`src/rtl/stack_link_pkg.sv`:
```
// package: constants and carrier types for the stack link layer
package stack_link_pkg;
   localparam int unsigned clk_mhz = 250;
   localparam int unsigned dwell_ns = 240;
   // least time: round up
   localparam int unsigned dwell_cycles = (dwell_ns * clk_mhz + 999) / 1000;
   localparam int unsigned idle_timeout_us = 4300;
   localparam int unsigned idle_timeout_cycles = idle_timeout_us * clk_mhz;
   localparam int unsigned wake_time_us = 400;
   localparam int unsigned wake_time_cycles = wake_time_us * clk_mhz;
   localparam int unsigned ready_time_us = 10;
   localparam int unsigned ready_time_cycles = ready_time_us * clk_mhz;
   localparam logic [14:0] check_seed = 15'h0010;
   localparam logic [14:0] check_poly = 15'h4599;
   localparam logic [3:0] byte_bits = 4'h8;
   localparam int unsigned data_group_bytes = 6;
   localparam logic [2:0] group_len = 3'h6;
   localparam logic [3:0] cmd_bytes = 4'h4;
   localparam logic [3:0] wr_group_bytes = 4'h8;
   localparam logic [7:0] read_opcode_low = 8'h02;

   typedef enum logic [1:0] {
      pulse_long_pos, pulse_long_neg, pulse_short_pos, pulse_short_neg
   } pulse_kind_type;

   typedef struct packed {
      logic valid;
      pulse_kind_type kind;
   } pulse_req_type;

   typedef struct packed {
      logic cs_n;
      logic sck;
      logic sdi;
   } lower_in_type;

   typedef enum {st_idle, st_waking, st_ready} link_state_type;
   typedef enum {ph_cmd, ph_read, ph_write, ph_skip} phase_type;
endpackage

```
`src/rtl/stack_link_wake_and_pec.sv`:
```
// stack link layer: wake, idle timing, byte framing, check code, chain order
//
// What this block does
// - idle ports after quiet idle timeout
// - wake on activity at either port
// - wake needs difference held dwell time
// - ready within wake or ready time
// - send long positive pulse upward when ready
// - already ready: do not forward wake
// - whole bytes, most significant bit first
// - write data captured at chip-select rise
// - decode read after check, data next edge
// - fifteen-bit check code, fixed polynomial, seed
// - feedback is input xor top bit
// - check word is code with zero appended
// - accept only when check code matches
// - append own check code to read data
// - high byte bits 14..7, low byte rest
// - own group first, then upper data
// - mode pin picks spi or pulse link
// - cs edges long pulses, data short pulses
`timescale 1ns/1ps
module stack_link_wake_and_pec #(
   parameter int unsigned idle_cycles = stack_link_pkg::idle_timeout_cycles,
   parameter int unsigned wake_cycles = stack_link_pkg::wake_time_cycles,
   parameter int unsigned ready_cycles = stack_link_pkg::ready_time_cycles
) (
   input wire logic core_clk,
   input wire logic resetn,
   input wire logic port_mode_select_pin,
   input wire logic core_standby,
   input wire logic chip_select_n,
   input wire logic sck,
   input wire logic sdi,
   input wire logic lower_wake_diff,
   input wire logic upper_wake_diff,
   input wire logic upper_sdo,
   input wire logic [47:0] read_data,
   output logic sdo,
   output logic link_ready,
   output logic link_idle,
   output stack_link_pkg::pulse_req_type upper_pulse,
   output logic [47:0] write_data,
   output logic write_strobe,
   output logic check_error
);
   ////////////////////////////////////////////////////////////////////////
   typedef struct packed {
      stack_link_pkg::lower_in_type s1;
      stack_link_pkg::lower_in_type s2;
      logic [1:0] wk1;
      logic [1:0] wk2;
      logic [1:0] mode_sync;
      logic usdo1;
      logic usdo2;
      logic cs_n_old;
      logic sck_old;
      stack_link_pkg::link_state_type st;
      logic [31:0] idle_cnt;
      logic [31:0] wake_cnt;
      logic [7:0] dwell_cnt;
      stack_link_pkg::phase_type ph;
      logic [3:0] bit_cnt;
      logic [3:0] byte_cnt;
      logic [7:0] shreg;
      logic [7:0] prev_byte;
      logic [14:0] crc;
      logic [15:0] cmd;
      logic [63:0] rx_grp;
      logic [63:0] tx_grp;
      logic [6:0] tx_bits;
      logic wr_ok;
      logic sdo;
      stack_link_pkg::pulse_req_type pulse;
      logic [47:0] wdata;
      logic wstb;
      logic cerr;
   } state_type;

   state_type q, d;

   // one bit of the check register: feedback into the tap positions
   function automatic logic [14:0] crc_step(input logic [14:0] c,
                                            input logic din);
      logic fb;
      fb = din ^ c[14];
      crc_step = {c[13:0], 1'b0} ^ (fb ? stack_link_pkg::check_poly
                                        : 15'h0000);
   endfunction

   function automatic logic [14:0] crc_word(input logic [47:0] w);
      logic [14:0] c;
      c = stack_link_pkg::check_seed;
      for (int i = 47; i >= 0; i--) begin
         c = crc_step(c, w[i]);
      end
      crc_word = c;
   endfunction

   function automatic logic [14:0] crc_cmd(input logic [15:0] w);
      logic [14:0] c;
      c = stack_link_pkg::check_seed;
      for (int i = 15; i >= 0; i--) begin
         c = crc_step(c, w[i]);
      end
      crc_cmd = c;
   endfunction

   ////////////////////////////////////////////////////////////////////////
   logic cs_rise, cs_fall, sck_rise, diff_act, activity, chk_match;
   logic [7:0] rx_byte;
   logic [15:0] own_word;
   logic [14:0] own_crc;

   always_comb begin
      cs_rise = q.s2.cs_n & ~q.cs_n_old;
      cs_fall = ~q.s2.cs_n & q.cs_n_old;
      sck_rise = q.s2.sck & ~q.sck_old & ~q.s2.cs_n;
      // common mode never reaches these comparator outputs
      diff_act = q.wk2[0] | q.wk2[1];
      if (q.mode_sync[1]) begin
         activity = q.dwell_cnt >= 8'(stack_link_pkg::dwell_cycles);
      end else begin
         activity = cs_rise | cs_fall | sck_rise |
                    (q.dwell_cnt >= 8'(stack_link_pkg::dwell_cycles)
                     & q.wk2[1]);
      end
      rx_byte = {q.shreg[6:0], q.s2.sdi};
      chk_match = {q.prev_byte, rx_byte} == {q.crc, 1'b0};
      own_crc = crc_word(read_data);
      own_word = {own_crc, 1'b0};
   end

   ////////////////////////////////////////////////////////////////////////
   always_comb begin
      d = q;
      d.s1 = '{cs_n: chip_select_n, sck: sck, sdi: sdi};
      d.s2 = q.s1;
      d.wk1 = {upper_wake_diff, lower_wake_diff};
      d.wk2 = q.wk1;
      d.mode_sync = {q.mode_sync[0], port_mode_select_pin};
      d.usdo1 = upper_sdo;
      d.usdo2 = q.usdo1;
      d.cs_n_old = q.s2.cs_n;
      d.sck_old = q.s2.sck;
      d.pulse = '{valid: 1'b0, kind: stack_link_pkg::pulse_long_pos};
      d.wstb = 1'b0;
      d.cerr = 1'b0;
      // dwell filter on the differential detector
      if (diff_act) begin
         if (q.dwell_cnt != 8'hff) begin
            d.dwell_cnt = q.dwell_cnt + 8'h01;
         end
      end else begin
         d.dwell_cnt = 8'h00;
      end
      if (activity) begin
         d.dwell_cnt = 8'h00;
      end

      case (q.st)
         stack_link_pkg::st_idle: begin
            if (activity) begin
               d.st = stack_link_pkg::st_waking;
               d.wake_cnt = core_standby ? 32'(ready_cycles)
                                         : 32'(wake_cycles);
            end
         end
         stack_link_pkg::st_waking: begin
            if (q.wake_cnt <= 32'h1) begin
               d.st = stack_link_pkg::st_ready;
               d.idle_cnt = 32'h0;
               // only the idle-to-ready path forwards a wake
               d.pulse = '{valid: 1'b1,
                           kind: stack_link_pkg::pulse_long_pos};
            end else begin
               d.wake_cnt = q.wake_cnt - 32'h1;
            end
         end
         stack_link_pkg::st_ready: begin
            if (activity) begin
               d.idle_cnt = 32'h0;
            end else if (q.idle_cnt >= 32'(idle_cycles) - 32'h1) begin
               d.st = stack_link_pkg::st_idle;
            end else begin
               d.idle_cnt = q.idle_cnt + 32'h1;
            end
            // relay lower port events up the chain
            if (cs_rise) begin
               d.pulse = '{valid: 1'b1,
                           kind: stack_link_pkg::pulse_long_pos};
            end else if (cs_fall) begin
               d.pulse = '{valid: 1'b1,
                           kind: stack_link_pkg::pulse_long_neg};
            end else if (sck_rise) begin
               d.pulse = '{valid: 1'b1,
                           kind: q.s2.sdi ? stack_link_pkg::pulse_short_pos
                                   : stack_link_pkg::pulse_short_neg};
            end
         end
         default: d.st = stack_link_pkg::st_idle;
      endcase

      // framing: clock edges count only while ready; cs fall resets framing in any state, so a frame opened during wake stays open
      if (cs_fall) begin
         d.ph = stack_link_pkg::ph_cmd;
         d.bit_cnt = 4'h0;
         d.byte_cnt = 4'h0;
         d.crc = stack_link_pkg::check_seed;
         d.wr_ok = 1'b0;
      end
      if (sck_rise && q.st == stack_link_pkg::st_ready) begin
         // shift out on the same edge that shifts in
         if (q.ph == stack_link_pkg::ph_read) begin
            if (q.tx_bits != 7'h0) begin
               d.sdo = q.tx_grp[63];
               d.tx_grp = {q.tx_grp[62:0], 1'b0};
               d.tx_bits = q.tx_bits - 7'h01;
            end else begin
               d.sdo = q.usdo2;
            end
         end
         d.shreg = rx_byte;
         d.bit_cnt = q.bit_cnt + 4'h1;
         // check bytes of a group stay out of the running code
         if (q.byte_cnt < 4'h2 || (q.ph == stack_link_pkg::ph_write &&
             q.byte_cnt < 4'(stack_link_pkg::data_group_bytes))) begin
            d.crc = crc_step(q.crc, q.s2.sdi);
         end
         if (q.bit_cnt == stack_link_pkg::byte_bits - 4'h1) begin
            d.bit_cnt = 4'h0;
            d.byte_cnt = q.byte_cnt + 4'h1;
            d.prev_byte = rx_byte;
            if (q.ph == stack_link_pkg::ph_cmd) begin
               d.cmd = q.byte_cnt < 4'h2 ? {q.cmd[7:0], rx_byte} : q.cmd;
               if (q.byte_cnt == 4'h2) begin
                  d.cmd = q.cmd;
               end
               if (q.byte_cnt == stack_link_pkg::cmd_bytes - 4'h1) begin
                  d.byte_cnt = 4'h0;
                  d.crc = stack_link_pkg::check_seed;
                  // compare received check word with computed
                  if (chk_match) begin
                     if (q.cmd[7:0] == stack_link_pkg::read_opcode_low) begin
                        d.ph = stack_link_pkg::ph_read;
                        d.tx_grp = {read_data, own_word};
                        d.tx_bits = 7'h40;
                     end else begin
                        d.ph = stack_link_pkg::ph_write;
                     end
                  end else begin
                     d.ph = stack_link_pkg::ph_skip;
                     d.cerr = 1'b1;
                  end
               end
            end else if (q.ph == stack_link_pkg::ph_write) begin
               // last group received is this device's own
               d.rx_grp = {q.rx_grp[55:0], rx_byte};
               if (q.byte_cnt == stack_link_pkg::wr_group_bytes - 4'h1) begin
                  d.byte_cnt = 4'h0;
                  d.wr_ok = chk_match;
                  d.crc = stack_link_pkg::check_seed;
               end
            end
         end
      end
      if (cs_rise) begin
         d.sdo = 1'b1;
         if (q.ph == stack_link_pkg::ph_write) begin
            if (q.wr_ok && q.byte_cnt == 4'h0) begin
               d.wdata = q.rx_grp[63:16];
               d.wstb = 1'b1;
            end else if (q.byte_cnt != 4'h0 || !q.wr_ok) begin
               d.cerr = 1'b1;
            end
         end
         d.ph = stack_link_pkg::ph_skip;
      end
      if (!resetn) begin
         d.st = stack_link_pkg::st_idle;
      end
   end

   always_ff @(posedge core_clk) begin
      if (!resetn) begin
         q <= '0;
         q.s1 <= '{cs_n: 1'b1, sck: 1'b0, sdi: 1'b0};
         q.s2 <= '{cs_n: 1'b1, sck: 1'b0, sdi: 1'b0};
         q.cs_n_old <= 1'b1;
         q.st <= stack_link_pkg::st_idle;
         q.ph <= stack_link_pkg::ph_skip;
         q.crc <= stack_link_pkg::check_seed;
         q.sdo <= 1'b1;
      end else begin
         q <= d;
      end
   end

   assign sdo = q.sdo;
   assign link_ready = q.st == stack_link_pkg::st_ready;
   assign link_idle = q.st == stack_link_pkg::st_idle;
   assign upper_pulse = q.pulse;
   assign write_data = q.wdata;
   assign write_strobe = q.wstb;
   assign check_error = q.cerr;

   ////////////////////////////////////////////////////////////////////////
   a_pec_example: assert property (
      @(posedge core_clk) {crc_cmd(16'h0001), 1'b0} == 16'h3d6e)
      else $error("check code example wrong");
   a_wake_pulse: assert property (
      @(posedge core_clk) disable iff (!resetn)
      $past(q.st) == stack_link_pkg::st_waking && link_ready
      |-> upper_pulse.valid)
      else $error("no wake pulse upward");
   a_ready_no_fwd: assert property (
      @(posedge core_clk) disable iff (!resetn)
      $past(link_ready) && link_ready && !$past(cs_rise) && !$past(cs_fall)
      && !$past(sck_rise) |-> !upper_pulse.valid)
      else $error("ready device forwarded pulse");
   a_idle_quiet: assert property (
      @(posedge core_clk) disable iff (!resetn)
      link_ready ##1 link_idle
      |-> $past(q.idle_cnt) == 32'(idle_cycles) - 32'h1)
      else $error("idle without quiet");
   a_act_restart: assert property (
      @(posedge core_clk) disable iff (!resetn)
      link_ready && activity |=> link_ready && q.idle_cnt == 32'h0)
      else $error("idle timer not restarted");
   a_wake_start: assert property (
      @(posedge core_clk) disable iff (!resetn)
      link_idle && activity |=> q.st == stack_link_pkg::st_waking)
      else $error("activity did not wake");
   a_write_edge: assert property (
      @(posedge core_clk) disable iff (!resetn)
      write_strobe |-> $past(cs_rise))
      else $error("write outside chip select rise");
   a_short_dwell: assert property (
      @(posedge core_clk) disable iff (!resetn)
      q.mode_sync[1] && link_idle
      && q.dwell_cnt < 8'(stack_link_pkg::dwell_cycles - 1)
      |=> q.st != stack_link_pkg::st_waking)
      else $error("wake before dwell time");
   a_own_first: assert property (
      @(posedge core_clk) disable iff (!resetn)
      sck_rise && link_ready && q.ph == stack_link_pkg::ph_read
      && q.tx_bits != 7'h00 |=> sdo == $past(q.tx_grp[63]))
      else $error("own group not shifted first");
   c_wake: cover property (@(posedge core_clk) link_idle ##[1:5] !link_idle);
   c_write: cover property (@(posedge core_clk) write_strobe);
   c_err: cover property (@(posedge core_clk) check_error);
   c_read: cover property (@(posedge core_clk)
      q.ph == stack_link_pkg::ph_read && q.tx_bits == 7'h00);
   c_pulse_wake: cover property (@(posedge core_clk)
      q.mode_sync[1] && link_ready);
endmodule

```
`config.mk`:
```
export PLATFORM = sky130hd
export DESIGN_NAME = stack_link_wake_and_pec
export DESIGN_NICKNAME = d
export VERILOG_FILES = /design/src/rtl/stack_link_pkg.sv /design/src/rtl/stack_link_wake_and_pec.sv
export SDC_FILE = /design/constraint.sdc
export NUM_CORES = 1
export LEC_CHECK = 0
export BUFFER_PORTS_ARGS = -buffer_cell sky130_fd_sc_hd__buf_2
export CORE_ASPECT_RATIO = 0.8
export CORE_MARGIN = 5
export CORE_UTILIZATION = 61
export DETAILED_ROUTE_END_ITERATION = 10
export HOLD_SLACK_MARGIN = 0.12
export PLACE_DENSITY = 0.8
export SLEW_MARGIN = 25
export SYNTH_ARGS = -nofsm -noshare
export SYNTH_HDL_FRONTEND = slang
export SYNTH_SLANG_ARGS = --single-unit
```
`constraint.sdc`:
```
create_clock -name core_clk -period 7.8 [get_ports core_clk]
set_input_delay 0.78 -clock core_clk [delete_from_list [all_inputs] [get_ports core_clk]]
set_output_delay 0.78 -clock core_clk [all_outputs]
set_load 0.02 [all_outputs]
```
==> results of run 1 <==
## state kept, by name (all words and copies together) (netlist names)
signal,count
q,295
write_strobe,1
d,9
write_data,48
check_error,1
upper_pulse,3
sdo,1
## placed cells by master, fill, tap and decap left out, types with 26 or more instances in the layout
cell type | synthesis | layout
dfxtp_1 | 358 | 358
nand2_1 | 309 | 308
a21boi_0 | 137 | 137
xnor2_1 | 126 | 126
buf_2 | 2 | 112
a21oi_1 | 109 | 108
nor2_1 | 105 | 103
o21ai_0 | 86 | 86
xor2_1 | 82 | 82
o22ai_1 | 61 | 61
and3_1 | 49 | 49
xnor3_1 | 39 | 39
clkbuf_16 | 0 | 38
nand3_1 | 28 | 27
and2_1 | 26 | 26
## logic make-up after synthesis
group / share of synthesized area [%]
compound gates: 14.84
xor+xnor: 22.60
fa+ha+maj: 1.003
buf+inv: 5.263
flops: 38.80
mux: 0.8196
simple gates: 16.67
## final cells by class
cell class / count / area [um^2] / share of cell area, %
Tap cell: 413 / 516.7 / 2.574
Inverter: 22 / 82.58 / 0.4114
Timing Repair Buffer: 124 / 674.4 / 3.360
Multi-Input combinational cell: 1435 / 10380 / 51.73
Clock inverter: 11 / 176.4 / 0.8789
Sequential cell: 358 / 7167 / 35.71
Clock buffer: 54 / 1071 / 5.336
## worst max-delay path, stage by stage
cell and delay (ns):
buf_2 0.29, xor3_1 0.59, xor3_1 0.43, xnor2_1 0.42, xnor2_1 0.20, xnor3_1 0.44, xor2_1 0.39, xnor3_1 0.52
xnor3_2 0.42, xnor3_2 0.43, xnor3_2 0.43, xnor3_1 0.38, a222oi_1 0.32, nor2b_1 0.08
## per-stage QoR
step / cells / hold WS, ns / area [um^2] / util (%) / setup slack [ns]
after floorplan: 1984 / 0.3863 / 18470 / - / 2.115
after global placement: 2351 / 0.4039 / 18780 / 62.41 / 1.721
after detailed placement: 2351 / 0.4024 / 18790 / 62.43 / 1.546
after CTS: 2416 / 0.4136 / 20040 / 66.58 / 2.094
after global routing: 2417 / 0.4283 / 20070 / 66.69 / 1.856
final: 2417 / 0.4134 / 20070 / 66.69 / 2.089
## layer usage
layer | up-vias | wire [um]
met2 | 405 | 17540
met5 | - | 0
met3 | 65 | 2365
met1 | 6478 | 18990
met4 | 0 | 817
li1 | 6752 | -
## path summary, 6_finish.rpt
check                           slack, ns          start  cells after the start  endpoint
worst max-delay path                 2.09  read_data[44]                     14     q[73]
worst min-delay path                 0.41         d[393]                      1    d[382]
worst max register to register       3.99         q[249]                     10    q[100]
worst min register to register       0.41         d[393]                      1    d[382]
==> impl_metrics.prom, run 1 <==
# TYPE chip_impl_metric gauge
chip_impl_info{name="outcome",value="finished clean"} 1
chip_impl_metric{name="worstPathMaxFanout",unit=""} 9
chip_impl_metric{name="grt_first_pass_wirelength",unit="um"} 65630
chip_impl_info{name="worst_setup_path_start_kind",value="input pin"} 1
chip_impl_metric{name="postRouteAntennaNets",unit=""} 0
chip_impl_metric{name="grt_util_met2",unit="%"} 35.29
chip_impl_metric{name="placement_rows",unit=""} 57
chip_impl_metric{name="chipWidth",unit="um"} 204.6
chip_impl_metric{name="drive_above_1_share",unit="%"} 12.13
chip_impl_metric{name="hold_viol",unit=""} 0
chip_impl_metric{name="synth_seq_area_share",unit="%"} 38.80
chip_impl_metric{name="place.gp.congestion",unit=""} 0.8647
chip_impl_metric{name="placeableCoreArea",unit="um^2"} 30100
chip_impl_metric{name="number_of_antenna_violations_at_the_first_check_in_global_routing",unit=""} 0
chip_impl_metric{name="syn_nets",unit=""} 2056
chip_impl_metric{name="worstPathArrival",unit="ns"} 6.12
chip_impl_metric{name="htree_num_levels",unit=""} 2
chip_impl_info{name="synth.most_common_cell",value="dfxtp_1"} 1
chip_impl_metric{name="drc",unit=""} 0
chip_impl_metric{name="synth.top_cell.area_share",unit="%"} 38.80
chip_impl_info{name="setup_repair_after_global_routing_missed_its_margin",value="false"} 1
chip_impl_metric{name="clk_pin_slew_worst_paths",unit="ns"} 0.06
chip_impl_metric{name="slew_viol_final",unit=""} 0
chip_impl_info{name="hp-class",value="register to register"} 1
chip_impl_metric{name="yosys.cell_types.count",unit=""} 67
chip_impl_metric{name="fillers",unit=""} 2415
chip_impl_info{name="gr-max-usage-layer",value="met2"} 1
chip_impl_metric{name="cts_setup_buffers",unit=""} 0
chip_impl_metric{name="cts_sinks",unit=""} 358
chip_impl_metric{name="floorplan.initialDensity",unit="%"} 61.37
chip_impl_metric{name="clk-insertion-delay-late",unit="ns"} 0.53
chip_impl_metric{name="clk_path_buf_depth",unit=""} 3
chip_impl_metric{name="num_vias",unit=""} 13700
chip_impl_metric{name="total_gr_overflow",unit=""} 0
chip_impl_metric{name="io-pin-count",unit=""} 114
chip_impl_metric{name="vias_per_cell",unit=""} 5.668
chip_impl_metric{name="worstPathRequired",unit="ns"} 8.21
chip_impl_metric{name="synth.ff_latch_count",unit=""} 358
chip_impl_metric{name="global_route.usage.total",unit="%"} 22.79
chip_impl_metric{name="floorplan.die.height",unit="um"} 165.6
chip_impl_metric{name="synth-edff-count",unit=""} 0
chip_impl_info{name="nature_of_the_critical_path_endpoint",value="register"} 1
chip_impl_info{name="crit_type",value="input pin to register"} 1
chip_impl_metric{name="buffer_ports.inserted",unit=""} 113
chip_impl_metric{name="period_share",unit="%"} 73.22
chip_impl_metric{name="nets",unit=""} 2050
chip_impl_metric{name="timing_worst_slew_pin_value",unit="ns"} 0.9921
chip_impl_metric{name="mean_cell_area_of_the_mapped_netlist",unit="um^2"} 9.310
chip_impl_metric{name="setup-tns-final",unit="ns"} 0
chip_impl_metric{name="finalWorstPathRequiredPeriod",unit="ns"} 5.711
chip_impl_metric{name="diodes",unit=""} 0
chip_impl_metric{name="cap_violations",unit=""} 0
chip_impl_metric{name="cts-hold-fix-buffers",unit=""} 0
chip_impl_metric{name="yosys_warnings",unit=""} 0
chip_impl_metric{name="final.setup_skew",unit="ns"} 0.02012
chip_impl_metric{name="routed_wire_length_per_instance",unit="um"} 16.43
chip_impl_info{name="tritoncts",value="yes"} 1
chip_impl_metric{name="dp_hpwl",unit="um"} 26470
chip_impl_metric{name="grtUsageMet3",unit="%"} 3.518
chip_impl_metric{name="cts-buffers-inserted",unit=""} 37
chip_impl_metric{name="max-slew-margin-rel",unit="%"} 32.93
chip_impl_metric{name="flow.area_growth_from_synthesis",unit="%"} 8.664
chip_impl_metric{name="max_freq",unit="GHz"} 0.1751
chip_impl_metric{name="maximum_number_of_pins_on_one_net_before_global_route_repair",unit=""} 129
chip_impl_info{name="cts.root.buffer_cell",value="clkbuf_16"} 1
chip_impl_metric{name="ys_async_sr_fraction",unit="%"} 0
chip_impl_metric{name="postCtsResizedCells",unit=""} 0
chip_impl_info{name="ys_dominant_reg_cell",value="dfxtp_1"} 1
chip_impl_metric{name="drt_wl_total",unit="um"} 39720
chip_impl_metric{name="first_global_vias",unit=""} 13138
chip_impl_info{name="synthTopCellsByArea",value="dfxtp_1 (39%), nand2_1 (6.3%), xnor2_1 (6.0%)"} 1
chip_impl_metric{name="drt_first_iter_violations",unit=""} 1002
chip_impl_metric{name="setup_violations",unit=""} 0
chip_impl_info{name="yosysTopAreaCell",value="dfxtp_1"} 1
chip_impl_metric{name="dieArea",unit="um^2"} 33880
chip_impl_metric{name="dr.pass1.iters",unit=""} 7
chip_impl_info{name="top_cells_by_count_synth",value="dfxtp_1 (358), nand2_1 (309), a21boi_0 (137)"} 1
chip_impl_metric{name="grt_util_met1",unit="%"} 33.61
chip_impl_metric{name="netlist_instances",unit=""} 1984
chip_impl_metric{name="synthesized_cell_area",unit="um^2"} 18470
Power of run 1 is not shown: default switching activity piles up to over one toggle a cycle in this logic, so the estimate is an artifact.
==> run 2, diff against run 1 <==
clock period = 5.6 ns   (was 7.8 ns; I/O delays follow)
==> run 2 against run 1 <==
Net effect: non-clock buffer count up 39; clock skew down 0.0021 ns; register-to-register slack worse by 2.2 ns; via count up 0.18%.
==> impl_metrics.prom, run 2 (synthesized netlist as in run 1, its figures left out) <==
# TYPE chip_impl_metric gauge
chip_impl_info{name="outcome",value="finished clean"} 1
chip_impl_info{name="most_used_cells_in_the_layout_excluding_fill_and_tap_cells",value="dfxtp_1 (358), nand2_1 (308), a21boi_0 (137), xnor2_1 (126), buf_2 (112)"} 1
chip_impl_info{name="timing.critical_path.from",value="read_data[47]"} 1
chip_impl_metric{name="timing_worst_slew_pin_value",unit="ns"} 0.9687
chip_impl_info{name="reg2reg_to",value="q[55]"} 1
chip_impl_metric{name="total_gr_overflow",unit=""} 0
chip_impl_metric{name="flow.area_growth_from_synthesis",unit="%"} 9.944
chip_impl_info{name="nature_of_the_critical_path_endpoint",value="register"} 1
chip_impl_metric{name="placeableCoreArea",unit="um^2"} 30100
chip_impl_metric{name="cts-hold-fix-buffers",unit=""} 0
chip_impl_metric{name="worstPathArrival",unit="ns"} 5.57
chip_impl_info{name="crit_type",value="input pin to register"} 1
chip_impl_metric{name="drt_first_iter_violations",unit=""} 1002
chip_impl_info{name="setup_repair_after_global_routing_missed_its_margin",value="false"} 1
chip_impl_metric{name="worstPathRequired",unit="ns"} 6.01
chip_impl_info{name="hp-class",value="input pin to register"} 1
chip_impl_metric{name="setup_violations",unit=""} 0
chip_impl_metric{name="place.gp.congestion",unit=""} 0.8973
chip_impl_metric{name="vias_per_cell",unit=""} 5.588
chip_impl_metric{name="placement_rows",unit=""} 57
chip_impl_metric{name="cts-buffers-inserted",unit=""} 36
chip_impl_metric{name="clk-insertion-delay-late",unit="ns"} 0.53
chip_impl_metric{name="dp_hpwl",unit="um"} 27290
chip_impl_metric{name="global_route.usage.total",unit="%"} 23.22
chip_impl_info{name="final_common_cell",value="dfxtp_1"} 1
chip_impl_metric{name="clk_path_buf_depth",unit=""} 3
chip_impl_metric{name="drive_above_1_share",unit="%"} 13.95
chip_impl_metric{name="postRouteAntennaNets",unit=""} 0
chip_impl_metric{name="final.setup_skew",unit="ns"} 0.01797
chip_impl_info{name="worst_setup_path_start_kind",value="input pin"} 1
chip_impl_metric{name="number_of_antenna_violations_at_the_first_check_in_global_routing",unit=""} 0
chip_impl_metric{name="cts_setup_buffers",unit=""} 0
chip_impl_metric{name="maximum_number_of_pins_on_one_net_before_global_route_repair",unit=""} 128
chip_impl_metric{name="max-slew-margin-rel",unit="%"} 35.42
chip_impl_metric{name="finalWorstPathRequiredPeriod",unit="ns"} 5.167
chip_impl_metric{name="worstPathMaxFanout",unit=""} 7
chip_impl_metric{name="finish.utilization",unit="%"} 67.48
chip_impl_metric{name="chipWidth",unit="um"} 204.6
chip_impl_metric{name="clk_pin_slew_worst_paths",unit="ns"} 0.06
chip_impl_metric{name="buffer_ports.inserted",unit=""} 113
chip_impl_metric{name="holdPathStages",unit=""} 2
chip_impl_metric{name="r2r_slack",unit="ns"} 1.77
chip_impl_metric{name="grt_first_pass_wirelength",unit="um"} 66920
chip_impl_metric{name="cap_violations",unit=""} 0
chip_impl_metric{name="io-pin-count",unit=""} 114
chip_impl_metric{name="fillers",unit=""} 2380
chip_impl_metric{name="routed_wire_length_per_instance",unit="um"} 16.23
chip_impl_metric{name="cts_sinks",unit=""} 358
chip_impl_metric{name="drt_wl_total",unit="um"} 39850
chip_impl_metric{name="largest_reg_flops",unit=""} 295
chip_impl_metric{name="sequential_cell_area",unit="um^2"} 7167
chip_impl_metric{name="floorplan.die.height",unit="um"} 165.6
chip_impl_metric{name="timing.reg2reg.worst_path_depth",unit=""} 10
chip_impl_metric{name="first_global_vias",unit=""} 13363
chip_impl_metric{name="period_share",unit="%"} 92.26
chip_impl_metric{name="dr.pass1.iters",unit=""} 5
chip_impl_metric{name="htree_num_levels",unit=""} 2
chip_impl_metric{name="dieArea",unit="um^2"} 33880
chip_impl_info{name="worst_setup_path_endpoint",value="q[73]"} 1
chip_impl_info{name="cts.root.buffer_cell",value="clkbuf_16"} 1
chip_impl_info{name="reg2reg_launch_point",value="q[249]"} 1
chip_impl_metric{name="nets",unit=""} 2088
chip_impl_metric{name="num_vias",unit=""} 13724
chip_impl_metric{name="postCtsResizedCells",unit=""} 0
chip_impl_metric{name="multi_input_gate_area_in_the_final_layout",unit="um^2"} 10390
chip_impl_info{name="tritoncts",value="yes"} 1
chip_impl_metric{name="floorplan.initialDensity",unit="%"} 61.37
chip_impl_metric{name="slew_viol_final",unit=""} 0
chip_impl_metric{name="diodes",unit=""} 0
chip_impl_info{name="largest_register_by_flop_count",value="q"} 1
chip_impl_metric{name="max_freq",unit="GHz"} 0.1935
chip_impl_metric{name="hold_viol",unit=""} 0
chip_impl_metric{name="drc",unit=""} 0
-- run 2: critical path, cell delays in order --
cell and delay, ns:
buf_2 0.23, xnor3_1 0.50, xor2_1 0.24, xnor3_1 0.45, xnor3_2 0.48, xor2_4 0.33
xor2_1 0.25, xnor3_2 0.52, xnor3_2 0.47, xnor3_2 0.50, xnor3_2 0.28, xnor3_1 0.35
a222oi_1 0.32, nor2b_1 0.08
-- run 2: through the flow --
| step | setup slack [ns] | instance area [um^2] | hold slack, ns | std cells | TNS, ns |
|---|---|---|---|---|---|
| after global routing | 0.2399 | 20310 | 0.2024 | 2456 | 0 |
| after floorplan | 0.1352 | 18470 | 0.3863 | 1984 | 0 |
| final | 0.4333 | 20310 | 0.2111 | 2456 | 0 |
| after CTS | 0.4500 | 20290 | 0.1897 | 2456 | 0 |
| after detailed placement | -0.08509 | 19080 | 0.4139 | 2391 | -0.08509 |
| after global placement | 0.02806 | 19080 | 0.4104 | 2391 | 0 |
-- run 2: how the worst min path moves through the flow --
stage                       start      to  slack, ns
global route        chip_select_n  d[393]       0.20
detailed placement         d[393]  d[382]       0.41
finish              chip_select_n  d[393]       0.21
floorplan                  d[393]  d[382]       0.39
CTS                 chip_select_n  d[393]       0.19
global placement           d[393]  d[382]       0.41
-- run 2: area by class of cell --
type / count / area share [%]
Multi-Input combinational cell: 1435 / 51.14
Sequential cell: 358 / 35.29
Clock buffer: 53 / 5.305
Timing Repair Buffer: 163 / 4.664
Tap cell: 413 / 2.545
Clock inverter: 12 / 0.6531
Inverter: 22 / 0.4066
-- run 2: metal layers --
metal  part of all wire [%]  global-route usage [%]
met1                     48                   34.09
met4                    1.6                   5.242
met2                     45                   36.46
met3                    5.4                   3.694
met5                      0                       0
Power of run 2 is left out for the same reason.
